$ cat src/sdt_pkg.sv
// register offsets, field positions and command codes of the split dual timer
// assumes an 8-bit peripheral register port with byte addresses
package sdt_pkg;

  // ****************************************
  // register offsets
  // ****************************************
  localparam logic [5:0] OFS_CTRLA = 6'h00;
  localparam logic [5:0] OFS_SPLIT = 6'h03;
  localparam logic [5:0] OFS_CMDCLR = 6'h04;
  localparam logic [5:0] OFS_CMDSET = 6'h05;
  localparam logic [5:0] OFS_INTEN = 6'h0A;
  localparam logic [5:0] OFS_INTFLG = 6'h0B;
  localparam logic [5:0] OFS_DBG = 6'h0E;
  localparam logic [5:0] OFS_LOW_CNT = 6'h20;
  localparam logic [5:0] OFS_HIGH_CNT = 6'h21;
  localparam logic [5:0] OFS_LOW_TOP = 6'h26;
  localparam logic [5:0] OFS_HIGH_TOP = 6'h27;
  localparam logic [5:0] OFS_LOW_CMP = 6'h28;
  localparam logic [5:0] OFS_CMP_STEP = 6'h02;

  // ****************************************
  // fields and reset values
  // ****************************************
  localparam int CTRLA_EN = 0;
  localparam int CTRLA_CLKSEL_LO = 1;
  localparam int CTRLA_CLKSEL_HI = 3;
  localparam int CTRLA_RUNSTBY = 7;
  localparam logic [7:0] CTRLA_MASK = 8'h8F;
  localparam logic [7:0] INT_MASK = 8'h73;
  localparam int FLG_LOW_UNDER = 0;
  localparam int FLG_HIGH_UNDER = 1;
  localparam int FLG_LOW_CMP = 4;
  localparam logic [1:0] CMD_NONE = 2'h0;
  localparam logic [1:0] CMD_RESTART = 2'h2;
  localparam logic [1:0] CMD_RESET = 2'h3;
  localparam logic [1:0] TGT_BOTH = 2'h3;
  localparam logic [7:0] PER_RESET = 8'hFF;
  localparam logic [7:0] ZERO8 = 8'h00;
  localparam int NUM_CMP = 3;

endpackage

$ cat src/sdt_timer.sv
// split dual 8-bit down-counter timer with its byte-wide register set
// assumes a single-cycle register port on the same clock; debugHalt is synchronous
`timescale 1ns/1ns
module sdt_timer
  import sdt_pkg::*;
(
  // clock and reset
  input wire logic clock,
  input wire logic rst_n,
  // register port
  input wire logic [5:0] regAddr,
  input wire logic regWrite,
  input wire logic regRead,
  input wire logic [7:0] regWdata,
  output logic [7:0] regRdata,
  // system
  input wire logic debugHalt,
  // status outputs
  output logic [NUM_CMP-1:0] lowCompareOut,
  output logic [NUM_CMP-1:0] highIrqSpare,
  output logic irqLine
);

  // ****************************************
  // registers
  // ****************************************
  logic [7:0] ctrlA;
  logic splitEnable;
  logic [1:0] commandTargetSelect;
  logic [7:0] splitInterruptEnable;
  logic [7:0] splitInterruptFlags;
  logic runWhenHalted;
  logic [7:0] lowCount;
  logic [7:0] highCount;
  logic [7:0] lowPeriod;
  logic [7:0] highPeriod;
  logic [7:0] lowCompareChannelValue [NUM_CMP];
  logic [9:0] prescaleCnt;
  logic tick;
  logic running;
  logic hardReset;
  logic restart;
  logic wrClr;
  logic wrSet;
  logic [1:0] cmdWritten;
  logic [1:0] next_target;
  logic lowUnder;
  logic highUnder;
  logic [NUM_CMP-1:0] lowMatch;
  logic [7:0] flagSet;

  assign wrClr = regWrite && regAddr == OFS_CMDCLR;
  assign wrSet = regWrite && regAddr == OFS_CMDSET;
  assign cmdWritten = regWdata[3:2];
  // ****************************************
  // command decode
  // ****************************************
  // command only acts from the set register, with both halves selected
  assign restart = wrSet && cmdWritten == CMD_RESTART && regWdata[1:0] == TGT_BOTH;
  assign hardReset = wrSet && cmdWritten == CMD_RESET && regWdata[1:0] == TGT_BOTH
    && !ctrlA[CTRLA_EN];
  assign running = ctrlA[CTRLA_EN] && splitEnable && (runWhenHalted || !debugHalt);

  always_comb begin
    next_target = commandTargetSelect;
    if (wrClr) begin
      next_target = commandTargetSelect & ~regWdata[1:0];
    end else if (wrSet) begin
      next_target = commandTargetSelect | regWdata[1:0];
    end
  end

  // ****************************************
  // prescaler
  // ****************************************
  always_ff @(posedge clock) begin
    if (!rst_n || hardReset || restart || !running) begin
      prescaleCnt <= 10'h000;
    end else begin
      prescaleCnt <= prescaleCnt + 10'h001;
    end
  end

  always_comb begin
    case (ctrlA[CTRLA_CLKSEL_HI:CTRLA_CLKSEL_LO])
      3'h0: tick = 1'b1;
      3'h1: tick = prescaleCnt[0:0] == 1'h1;
      3'h2: tick = prescaleCnt[1:0] == 2'h3;
      3'h3: tick = prescaleCnt[2:0] == 3'h7;
      3'h4: tick = prescaleCnt[3:0] == 4'hF;
      3'h5: tick = prescaleCnt[5:0] == 6'h3F;
      3'h6: tick = prescaleCnt[7:0] == 8'hFF;
      default: tick = prescaleCnt == 10'h3FF;
    endcase
  end

  // ****************************************
  // control registers
  // ****************************************
  always_ff @(posedge clock) begin
    if (!rst_n || hardReset) begin
      ctrlA <= ZERO8;
      splitEnable <= 1'b0;
      commandTargetSelect <= 2'h0;
      splitInterruptEnable <= ZERO8;
      runWhenHalted <= 1'b0;
      lowPeriod <= PER_RESET;
      highPeriod <= PER_RESET;
    end else begin
      commandTargetSelect <= next_target;
      if (regWrite) begin
        case (regAddr)
          OFS_CTRLA: ctrlA <= regWdata & CTRLA_MASK;
          OFS_SPLIT: splitEnable <= regWdata[0];
          OFS_INTEN: splitInterruptEnable <= regWdata & INT_MASK;
          OFS_DBG: runWhenHalted <= regWdata[0];
          OFS_LOW_TOP: lowPeriod <= regWdata;
          OFS_HIGH_TOP: highPeriod <= regWdata;
          default: ;
        endcase
      end
    end
  end

  // ****************************************
  // compare registers and comparators
  // ****************************************
  for (genvar n = 0; n < NUM_CMP; n++) begin : gCmp
    always_ff @(posedge clock) begin
      if (!rst_n || hardReset) begin
        lowCompareChannelValue[n] <= ZERO8;
      end else if (regWrite && regAddr == OFS_LOW_CMP + 6'(n) * OFS_CMP_STEP) begin
        lowCompareChannelValue[n] <= regWdata;
      end
    end
    assign lowMatch[n] = splitEnable && lowCount == lowCompareChannelValue[n];
    assign flagSet[FLG_LOW_CMP+n] = lowMatch[n];
  end

  // ****************************************
  // counters
  // ****************************************
  assign lowUnder = running && tick && lowCount == ZERO8;
  assign highUnder = running && tick && highCount == ZERO8;

  always_ff @(posedge clock) begin
    if (!rst_n) begin
      lowCount <= ZERO8;
    end else if (regWrite && regAddr == OFS_LOW_CNT) begin
      lowCount <= regWdata;
    end else if (hardReset || restart) begin
      lowCount <= ZERO8;
    end else if (lowUnder) begin
      lowCount <= lowPeriod;
    end else if (running && tick) begin
      lowCount <= lowCount - 8'h01;
    end
  end

  always_ff @(posedge clock) begin
    if (!rst_n) begin
      highCount <= ZERO8;
    end else if (regWrite && regAddr == OFS_HIGH_CNT) begin
      highCount <= regWdata;
    end else if (hardReset || restart) begin
      highCount <= ZERO8;
    end else if (highUnder) begin
      highCount <= highPeriod;
    end else if (running && tick) begin
      highCount <= highCount - 8'h01;
    end
  end

  // ****************************************
  // flags
  // ****************************************
  assign flagSet[FLG_LOW_UNDER] = lowUnder;
  assign flagSet[FLG_HIGH_UNDER] = highUnder;
  assign flagSet[3:2] = 2'h0;
  assign flagSet[7] = 1'b0;

  always_ff @(posedge clock) begin
    if (!rst_n || hardReset) begin
      splitInterruptFlags <= ZERO8;
    end else if (regWrite && regAddr == OFS_INTFLG) begin
      // set wins over a simultaneous clear
      splitInterruptFlags <= ((splitInterruptFlags & ~regWdata) | flagSet) & INT_MASK;
    end else begin
      splitInterruptFlags <= (splitInterruptFlags | flagSet) & INT_MASK;
    end
  end

  // ****************************************
  // outputs
  // ****************************************
  always_ff @(posedge clock) begin
    if (!rst_n) begin
      lowCompareOut <= '0;
      highIrqSpare <= '0;
      irqLine <= 1'b0;
    end else begin
      lowCompareOut <= lowMatch;
      highIrqSpare <= '0;
      irqLine <= |(splitInterruptFlags & splitInterruptEnable);
    end
  end

  always_ff @(posedge clock) begin
    if (!rst_n) begin
      regRdata <= ZERO8;
    end else if (regRead) begin
      case (regAddr)
        OFS_CTRLA: regRdata <= ctrlA;
        OFS_SPLIT: regRdata <= {7'h00, splitEnable};
        OFS_CMDCLR: regRdata <= {6'h00, commandTargetSelect};
        OFS_CMDSET: regRdata <= {6'h00, commandTargetSelect};
        OFS_INTEN: regRdata <= splitInterruptEnable;
        OFS_INTFLG: regRdata <= splitInterruptFlags;
        OFS_DBG: regRdata <= {7'h00, runWhenHalted};
        OFS_LOW_CNT: regRdata <= lowCount;
        OFS_HIGH_CNT: regRdata <= highCount;
        OFS_LOW_TOP: regRdata <= lowPeriod;
        OFS_HIGH_TOP: regRdata <= highPeriod;
        OFS_LOW_CMP: regRdata <= lowCompareChannelValue[0];
        OFS_LOW_CMP + OFS_CMP_STEP: regRdata <= lowCompareChannelValue[1];
        OFS_LOW_CMP + OFS_CMP_STEP + OFS_CMP_STEP: regRdata <= lowCompareChannelValue[2];
        default: regRdata <= ZERO8;
      endcase
    end
  end

endmodule

$ cat config.mk
export PLATFORM = sky130hd
export DESIGN_NAME = sdt_timer
export DESIGN_NICKNAME = d
export VERILOG_FILES = /design/src/sdt_pkg.sv /design/src/sdt_timer.sv
export SDC_FILE = /design/constraint.sdc
export NUM_CORES = 1
export LEC_CHECK = 0
export BUFFER_PORTS_ARGS = -buffer_cell sky130_fd_sc_hd__buf_4
export CAP_MARGIN = 20
export CORE_ASPECT_RATIO = 1.4
export CORE_MARGIN = 2
export CORE_UTILIZATION = 41
export CTS_CLUSTER_SIZE = 16
export DETAILED_ROUTE_END_ITERATION = 7
export PLACE_DENSITY = 0.66
export SLEW_MARGIN = 40
export SYNTH_ARGS = -nofsm -noshare
export SYNTH_HDL_FRONTEND = slang
export SYNTH_SLANG_ARGS = --single-unit
$ cat constraint.sdc
create_clock -name clock -period 3.8 [get_ports clock]
set_input_delay 0.95 -clock clock [delete_from_list [all_inputs] [get_ports clock]]
set_output_delay 0.95 -clock clock [all_outputs]
set_load 0.02 [all_outputs]
==> impl_metrics.ini, run 1 <==
[timing]
hold_slack_ns = 0.469
relSlewSlack_pct = 38.4
hold_viol_final = 0
finClkSkew_ns = 0.00667
report.final.setup_viol = 0
period_needed_ns = 2.71
tightest_slew_ns = 0.915
slew_viol_final = 0
rsz0062_at_grt = no
period_share_pct = 71.3
tns_ns = 0
fmax_mhz = 369

[floorplan]
die-width_um = 101
ios = 34
die-height_um = 140
core-area_um2 = 12900
rows = 49
initial_core_util_pct = 42.1
dieArea_um2 = 14200

[synthesis]
yosysUniqueCellTypes = 68
yosysSeqAreaShare_pct = 40.2
ys_ff_latch = 97
synthMuxAreaShare_pct = 0.369
synth_fa_ha_area_share_pct = 0.923
synth_compound_area_share_pct = 20.5
yosysWarnings = 0
netlist_area_um2 = 5420
async_flop_share_pct = 0
ys.flop_type = dfxtp_1
synthSimpleGateAreaFrac_pct = 25.7
synth_top_area_cell = dfxtp_1
synthCells = 606
synth_edf_count = 24
synthXorXnorAreaFrac_pct = 7.10
synth_top_cell_area_share_pct = 26.9
yosys-top-cells-area = dfxtp_1 (27%), edfxtp_1 (13%), xnor2_1 (4.8%)
synth_top_family_by_area = simple AND/OR/NAND/NOR gates
syn_area_per_cell_um2 = 8.95

[grt]
gr-usage-all-layers_pct = 25.1
use_met1_pct = 29.4
gr-total-overflow = 0
grt_pass1_wl_mm = 26.8
antenna_found_initial = 0
met3_usage_pct = 3.84
grt_pass1_vias = 4760
grt_use_met2_pct = 42.9
grt_start_max_net_pins = 47
top_usage_layer = met2

[finish]
drive_gt1_share_pct = 12.7
n_antenna_cell = 0
areaGrowthSynthToFinish_pct = 10.3
fin_nets = 633
final_cell_mix = dfxtp_1 (73), nand2_1 (65), nand3_1 (48)
layout_commonest_cell = dfxtp_1

[setup_path]
worstPathMaxFanout = 22
arrival_ns = 2.80
critical_path.max_stage_delay_ns = 0.67
crit_slowest_cell = o41a_2
critical_path.endpoint_type = flip-flop
crit_buf_inv = 1
cp.depth = 6
path_cells = buf_4 > nor3b_2 > nand2_1 > o41a_2 > and3_1 > and2_1
cpLargestDelayFamily = simple AND/OR/NAND/NOR gates
worstPathRequired_ns = 3.89
start_kind = input pin
path_class = input pin to flip-flop
ff2ff_path_depth = 7

[outcome]
outcome = finished clean

[power_and_ir_drop]
pwr_density_cell_nw_per_um2 = 370
vdd_drop_max_v = 0.000193
p_leak_nw = 2.15

[routing]
route.antenna.remaining_nets = 0
drt_first_pass_iters = 8
vias = 4834
via_per_inst = 6.29
routed_wl_mm = 17.4
wire_per_inst_um = 22.6
initialDrtViolationCount = 695
drc = 0

[hold_path]
whs_path_depth = 2
worst_hold_path_type = flip-flop to flip-flop

[clock_tree]
cts_hold_buf = 0
cts_tree = done
htree_levels = 3
clk_path_buf_depth = 2
clk_pin_slew_ns = 0.06
clk_latency_ns = 0.34
post_cts_buffers = 0
cts_resized = 0
cts.sinks = 97
cts_buffers = 9
cts_root_buf = clkbuf_16

[placed_design]
dp_hpwl_mm = 12.6
place_congestion = 1.02
port-buffer-count = 30

[run]
maxCapViolCount = 0
## layer usage
metal,up-vias,wire [µm]
met4,0,925
met1,2303,6450
met5,-,0
met3,59,1220
li1,2217,-
met2,255,8780
## sequential cells by signal, indices dropped and copies added, names as in the netlist, named ones only
signal	cells
lowCompareChannelValue	24
splitInterruptEnable	5
runWhenHalted	1
regRdata	8
splitEnable	1
ctrlA	5
highPeriod	8
lowCompareOut	3
highCount	8
lowPeriod	8
irqLine	1
lowCount	8
prescaleCnt	10
splitInterruptFlags	5
## report_power, final
group          switching [mW]  leakage [nW]  internal [mW]
clock network           0.383         0.154          0.574
logic                   0.107          1.18         0.0528
registers              0.0222         0.817           1.07
total                   0.512          2.15           1.70
## worst paths after layout
path / startpoint / end / slack, ns
worst max-delay path: regAddr[5] / lowCompareChannelValue[0][2] / 1.09
worst min-delay path: regRdata[3] / regRdata[3] / 0.47
worst max register to register: prescaleCnt[0] / lowCount[7] / 1.34
worst min register to register: regRdata[3] / regRdata[3] / 0.47
## per-stage QoR
| step | util (%) | std cells | setup slack [ns] | power (mW) | cell area [µm²] |
|---|---|---|---|---|---|
| finish | 46.5 | 768 | 1.09 | 2.21 | 5980 |
| global route | 46.5 | 768 | 0.976 | 2.27 | 5980 |
| global placement | 44.0 | 752 | 0.672 | 1.27 | 5660 |
| floorplan | - | 608 | 0.988 | 1.21 | 5430 |
| CTS | 46.4 | 768 | 0.970 | 2.21 | 5970 |
| detailed placement | 44.0 | 752 | 0.613 | 1.27 | 5660 |
## cells in the mapped netlist, drive strengths merged, types with 9 or more instances
cell type / number
a21oi: 29
clkbuf: 18
edfxtp: 24
a22oi: 21
and2: 30
nand3: 50
xnor2: 30
nor4: 9
nor2: 34
o21ai: 41
inv: 13
xor2: 14
and3: 14
nand2: 66
dfxtp: 73
buf: 27
nand2b: 11
## layout make-up
type                    instances  area, µm²
clock buffers                  10        229
clock inverters                 6       82.6
fillers                      1229       6890
inverters                      13       48.8
multi-input cells             453       2980
flip-flops and latches         97       2180
well taps                     153        191
repair buffers                 36        270
## worst min-delay path: stages, from the launching register on
cell	delay [ns]
dfxtp_1	0.31
nand2_1	0.06
a21oi_1	0.06
## cell families (layout without fill, tap and decap cells)
logic type / Yosys count / after routing
adder cells (fa/ha/maj): 4 / 4
XOR/XNOR: 44 / 44
flip-flops: 97 / 97
other: 1 / 3
AND/OR/NAND/NOR: 250 / 250
AO/OA/AOI/OAI: 150 / 150
buffers and inverters: 58 / 65
multiplexers: 2 / 2
Power figures use the tool's default switching activity.
==> run 2: changes to the inputs <==
Settings changed: ABC_AREA set to 1.
Clock period 3.8 ns to 2.55 ns, I/O delays scaled along.
==> impl_metrics.ini, run 2 <==
[grt]
gr-usage-all-layers_pct = 24.7
grt_start_max_net_pins = 19
grt_pass1_wl_mm = 26.7
gr-total-overflow = 0
antenna_found_initial = 0
grt_pass1_vias = 5017

[power_and_ir_drop]
pwr_density_cell_nw_per_um2 = 514
vdd_drop_max_v = 0.000309
p_leak_nw = 2.59

[hold_path]
worst_hold_path_type = flip-flop to flip-flop
whs_path_depth = 2

[finish]
largest_reg_flops = 24
n_antenna_cell = 0
largestRegisters = lowCompareChannelValue: 24 flops, prescaleCnt: 10 flops
fin_nets = 795
drive_gt1_share_pct = 16.1
largest-register = lowCompareChannelValue
multiInputGateArea_um2 = 2830
seqCellArea_um2 = 2180
final_cell_mix = nand2_1 (147), nor2_1 (87), dfxtp_1 (73)
layout_commonest_cell = nand2_1
fillCellCount = 1305
postLayoutCoreUtil_pct = 47.5
areaGrowthSynthToFinish_pct = 12.7

[clock_tree]
cts_resized = 0
cts.sinks = 97
clk_path_buf_depth = 2
post_cts_buffers = 0
cts_buffers = 9
cts_hold_buf = 0
cts_tree = done
clk_latency_ns = 0.35
htree_levels = 3
clk_pin_slew_ns = 0.07
cts_root_buf = clkbuf_16

[routing]
route.antenna.remaining_nets = 0
vias = 5379
wire_per_inst_um = 17.9
drt_first_pass_iters = 6
via_per_inst = 5.63
drc = 0
routed_wl_mm = 17.1
initialDrtViolationCount = 620

[setup_path]
ff2ff_path_depth = 10
critical_path.endpoint_type = flip-flop
start_kind = flip-flop
arrival_ns = 2.38
r2r_setup_slack_ns = 0.41
rr_startpoint = prescaleCnt[0]
startpoint = prescaleCnt[0]
worstPathRequired_ns = 2.79
worstPathMaxFanout = 18
critical_path.max_stage_delay_ns = 0.36
cpLargestDelayFamily = simple AND/OR/NAND/NOR gates
crit_buf_inv = 0
rr_endpoint = highCount[4]
path_class = flip-flop to flip-flop
crit_slowest_cell = nand2_4
path_cells = ha_1 > ha_1 > nand3_1 > nand2_1 > nand2_1 > nand3_2 > nand2_4 > nand2_2 > o21ai_1 > a21oi_1

[synthesis]
yosysMostFrequentCell = nand2_1
syn_area_per_cell_um2 = 7.40
yosysUniqueCellTypes = 43
synthCells = 738
synth_commonest_cells = nand2_1 (147), nor2_1 (87), dfxtp_1 (73), inv_1 (66), a21oi_1 (65)
synth_edf_count = 24
yosysSeqAreaShare_pct = 40.0
ys.flop_type = dfxtp_1
yosys-top-cells-area = dfxtp_1 (27%), edfxtp_1 (13%), nand2_1 (10%)
synth_top_area_cell = dfxtp_1
synth_top_cell_area_share_pct = 26.8
async_flop_share_pct = 0
yosysWarnings = 0
netlist_area_um2 = 5460
ys_ff_latch = 97

[floorplan]
ios = 34
dieArea_um2 = 14300
initial_core_util_pct = 42.2
rows = 49
core-area_um2 = 12900
die-height_um = 141
die-width_um = 102

[timing]
period_share_pct = 83.9
tns_ns = 0
report.final.setup_viol = 0
tightest_slew_ns = 0.758
hold_viol_final = 0
period_needed_ns = 2.14
slew_viol_final = 0
rsz0062_at_grt = no
finClkSkew_ns = 0.00947
fmax_mhz = 467
relSlewSlack_pct = 49.1

[placed_design]
port-buffer-count = 30
dp_hpwl_mm = 13.1
place_congestion = 0.997

[outcome]
outcome = finished clean

[run]
maxCapViolCount = 0
[run 2: layout make-up]
class	instances	area share, %
Clock buffer	11	3.78
Clock inverter	5	0.671
Sequential cell	97	35.5
Multi-Input combinational cell	537	46.0
Inverter	82	5.00
Tap cell	178	3.62
Timing Repair Buffer	45	5.49
[run 2: kinds of logic (layout without fill, tap and decap cells)]
logic type / Yosys count / after routing / share of synthesized area [%]
fa+ha+maj: 4 / 4 / 0.917
xor+xnor: 16 / 16 / 2.57
buf+inv: 106 / 143 / 8.37
simple gates: 341 / 341 / 29.2
compound gates: 173 / 173 / 18.9
flops: 97 / 97 / 40.0
other cells: 1 / 3 / 0.0687
[run 2: worst reg2reg max path, cell delays in order (launching register included)]
cell and delay [ns]:
dfxtp_1 0.35, ha_1 0.25, ha_1 0.19, nand3_1 0.07, nand2_1 0.05, nand2_1 0.06, nand3_2 0.26, nand2_4 0.36
nand2_2 0.21, o21ai_1 0.17, a21oi_1 0.06
[run 2: metal layers]
metal / track usage (%) / wire [µm] / vias to the layer above
met5: 0 / 0 / -
met4: 13.7 / 923 / 0
met3: 4.14 / 1210 / 65
met2: 39.3 / 8120 / 277
li1: - / - / 2540
met1: 31.2 / 6840 / 2497
[run 2: where the power goes]
part | switching [mW] | total [mW] | internal [mW]
Clock | 0.614 | 1.29 | 0.671
Sequential | 0.0237 | 1.63 | 1.60
Combinational | 0.172 | 0.250 | 0.0772
Total | 0.810 | 3.16 | 2.35
[run 2: how the worst max path moves through the flow]
stage	endpoint	slack, ns	cells past startpoint
detailed placement	lowCompareChannelValue[0][4]	0.26	8
CTS	highCount[4]	0.41	9
floorplan	lowCompareChannelValue[1][0]	0.30	8
global route	highCount[2]	0.26	9
global placement	lowCompareChannelValue[2][3]	0.17	6
finish	highCount[4]	0.41	10
[run 2: through the flow]
step	worst slack, ns	total power [mW]	instance area (µm²)	instances	hold slack [ns]
3_3_place_gp	0.171	1.90	5880	939	0.434
2_1_floorplan	0.300	1.80	5470	740	0.423
6_report	0.410	3.16	6150	955	0.462
5_1_grt	0.257	3.27	6150	955	0.476
3_5_place_dp	0.260	1.90	5880	939	0.449
4_1_cts	0.411	3.18	6150	955	0.460
==> run 3: changes to the inputs <==
Clock period 2.55 ns to 2 ns, I/O delays scaled along.
==> impl_metrics.ini, run 3 (synthesized netlist as in run 2, its figures left out) <==
[outcome]
outcome = finished clean

[placed_design]
pre_cts_slack_ns = -0.0373
place_congestion = 0.973
dp_hpwl_mm = 13.6
port-buffer-count = 30

[routing]
drc = 0
via_per_inst = 5.59
initialDrtViolationCount = 504
route.antenna.remaining_nets = 0
routed_wl_mm = 18.1
drt_first_pass_iters = 8
wire_per_inst_um = 18.5
vias = 5469

[setup_path]
cpLargestDelayFamily = simple AND/OR/NAND/NOR gates
ff2ff_path_depth = 8
arrival_ns = 2.09
path_cells = ha_4 > nand3_2 > nor3_4 > nand2_1 > nand3_4 > nand3_2 > o21ai_1 > a21oi_1
start_kind = flip-flop
path_class = flip-flop to flip-flop
cpMostUsedCell = nand3_2
crit_slowest_cell = dfxtp_1
crit_buf_inv = 0
critical_path.max_stage_delay_ns = 0.39
cp.depth = 8
worstPathMaxFanout = 9
critical_path.endpoint_type = flip-flop
worstPathRequired_ns = 2.23

[finish]
postLayoutCoreUtil_pct = 49.8
areaGrowthSynthToFinish_pct = 18.0
layout_commonest_cell = nand2_1
final_cell_mix = nand2_1 (147), nor2_1 (87), dfxtp_1 (73)
n_antenna_cell = 0
largestRegisters = lowCompareChannelValue: 24 flops, prescaleCnt: 10 flops
fin_nets = 818
multiInputGateArea_um2 = 2890
largest-register = lowCompareChannelValue
drive_gt1_share_pct = 18.9
seqCellArea_um2 = 2180
fillCellCount = 1276
largest_reg_flops = 24

[clock_tree]
cts.sinks = 97
cts_tree = done
clk_latency_ns = 0.35
cts_root_buf = clkbuf_16
cts_hold_buf = 0
clk_path_buf_depth = 2
clk_pin_slew_ns = 0.08
cts_buffers = 9
htree_levels = 3

[power_and_ir_drop]
p_int_mw = 3.21
p_switching_mw = 1.06
clkPwrFrac_pct = 43.3
combPwrFrac_pct = 8.1
pwr_density_cell_nw_per_um2 = 662
sw_frac_of_total_pct = 24.8
seq_power_share_pct = 48.6
vdd_drop_max_v = 0.000410
p_leak_nw = 2.75

[timing]
relSlewSlack_pct = 60.9
setup_slack_ns = 0.138
report.final.setup_viol = 0
rsz0062_at_grt = no
finClkSkew_ns = 0.0121
tightest_slew_ns = 0.586
hold_viol_final = 0
fmax_mhz = 537
slew_viol_final = 0
period_share_pct = 93.1
period_needed_ns = 1.86

[run]
maxCapViolCount = 0

[grt]
grt_pass1_wl_mm = 27.8
grt_pass1_vias = 5179
antenna_found_initial = 0
gr-usage-all-layers_pct = 25.7
gr-total-overflow = 0
grt_start_max_net_pins = 20

[floorplan]
ios = 34
rows = 49
dieArea_um2 = 14300
initial_core_util_pct = 42.2
die-height_um = 141
core-area_um2 = 12900
die-width_um = 102

[hold_path]
whs_path_depth = 3
worst_hold_path_type = input pin to flip-flop
run 3: cell count changes in the layout (fill, tap and decap cells not counted), moves of 2 or more:
cell,change
nand3_4,+2
nand2_8,+2
o21ai_0,-2
buf_4,+22
inv_6,+2
o21ai_1,+2
clkinv_4,-2
run 3: routing by layer:
metal	vias up	track usage (%)	wire (µm)	part of all wire, %
li1	2582	-	-	-
met1	2503	32.3	6980	39
met2	310	41.4	8600	48
met3	74	4.49	1540	8.5
met4	0	13.4	950	5.3
met5	-	0	0	0
run 3: what timing repair did:
item                                    4_1_cts  5_1_grt
gates resized for setup                       0       11
buffers inserted                              0        0
endpoints found under the setup margin        0       17
run 3: power groups by stage:
stage                     sequential (mW)  clock [mW]  combinational (mW)
after CTS                            2.07        1.86               0.336
after global placement               2.11           0               0.329
after detailed placement             2.12           0               0.334
after floorplan                      2.11           0               0.194
after global routing                 2.07        1.93               0.369
final                                2.07        1.85               0.344
run 3: cell type report:
cell class	count	share of cell area (%)
clock buffers	11	3.95
clock inverters	5	0.933
inverters	82	4.78
multi-input cells	537	44.9
flip-flops and latches	97	33.9
well taps	178	3.46
repair buffers	68	8.12
run 3: per-stage QoR:
stage	setup TNS (ns)	total power [mW]	std cells	area, µm²	hold slack [ns]
6_report	0	4.26	978	6440	0.406
3_3_place_gp	0	2.44	962	6060	0.434
4_1_cts	0	4.26	978	6380	0.409
2_1_floorplan	-1.99	2.30	740	5470	0.423
5_1_grt	0	4.38	978	6440	0.436
3_5_place_dp	-0.0395	2.45	962	6060	0.448
run 3: final timing paths:
kind,start,endpoint,slack [ns]
worst max-delay path,prescaleCnt[1],highCount[6],0.14
worst min-delay path,regWdata[5],splitInterruptEnable[5],0.41
worst max register to register,prescaleCnt[1],highCount[6],0.14
worst min register to register,flip-flop,flip-flop,0.46
run 3: tightest hold or removal path: stages:
cell and delay, ns:
buf_4 0.11, nand2_1 0.05, a21oi_1 0.05
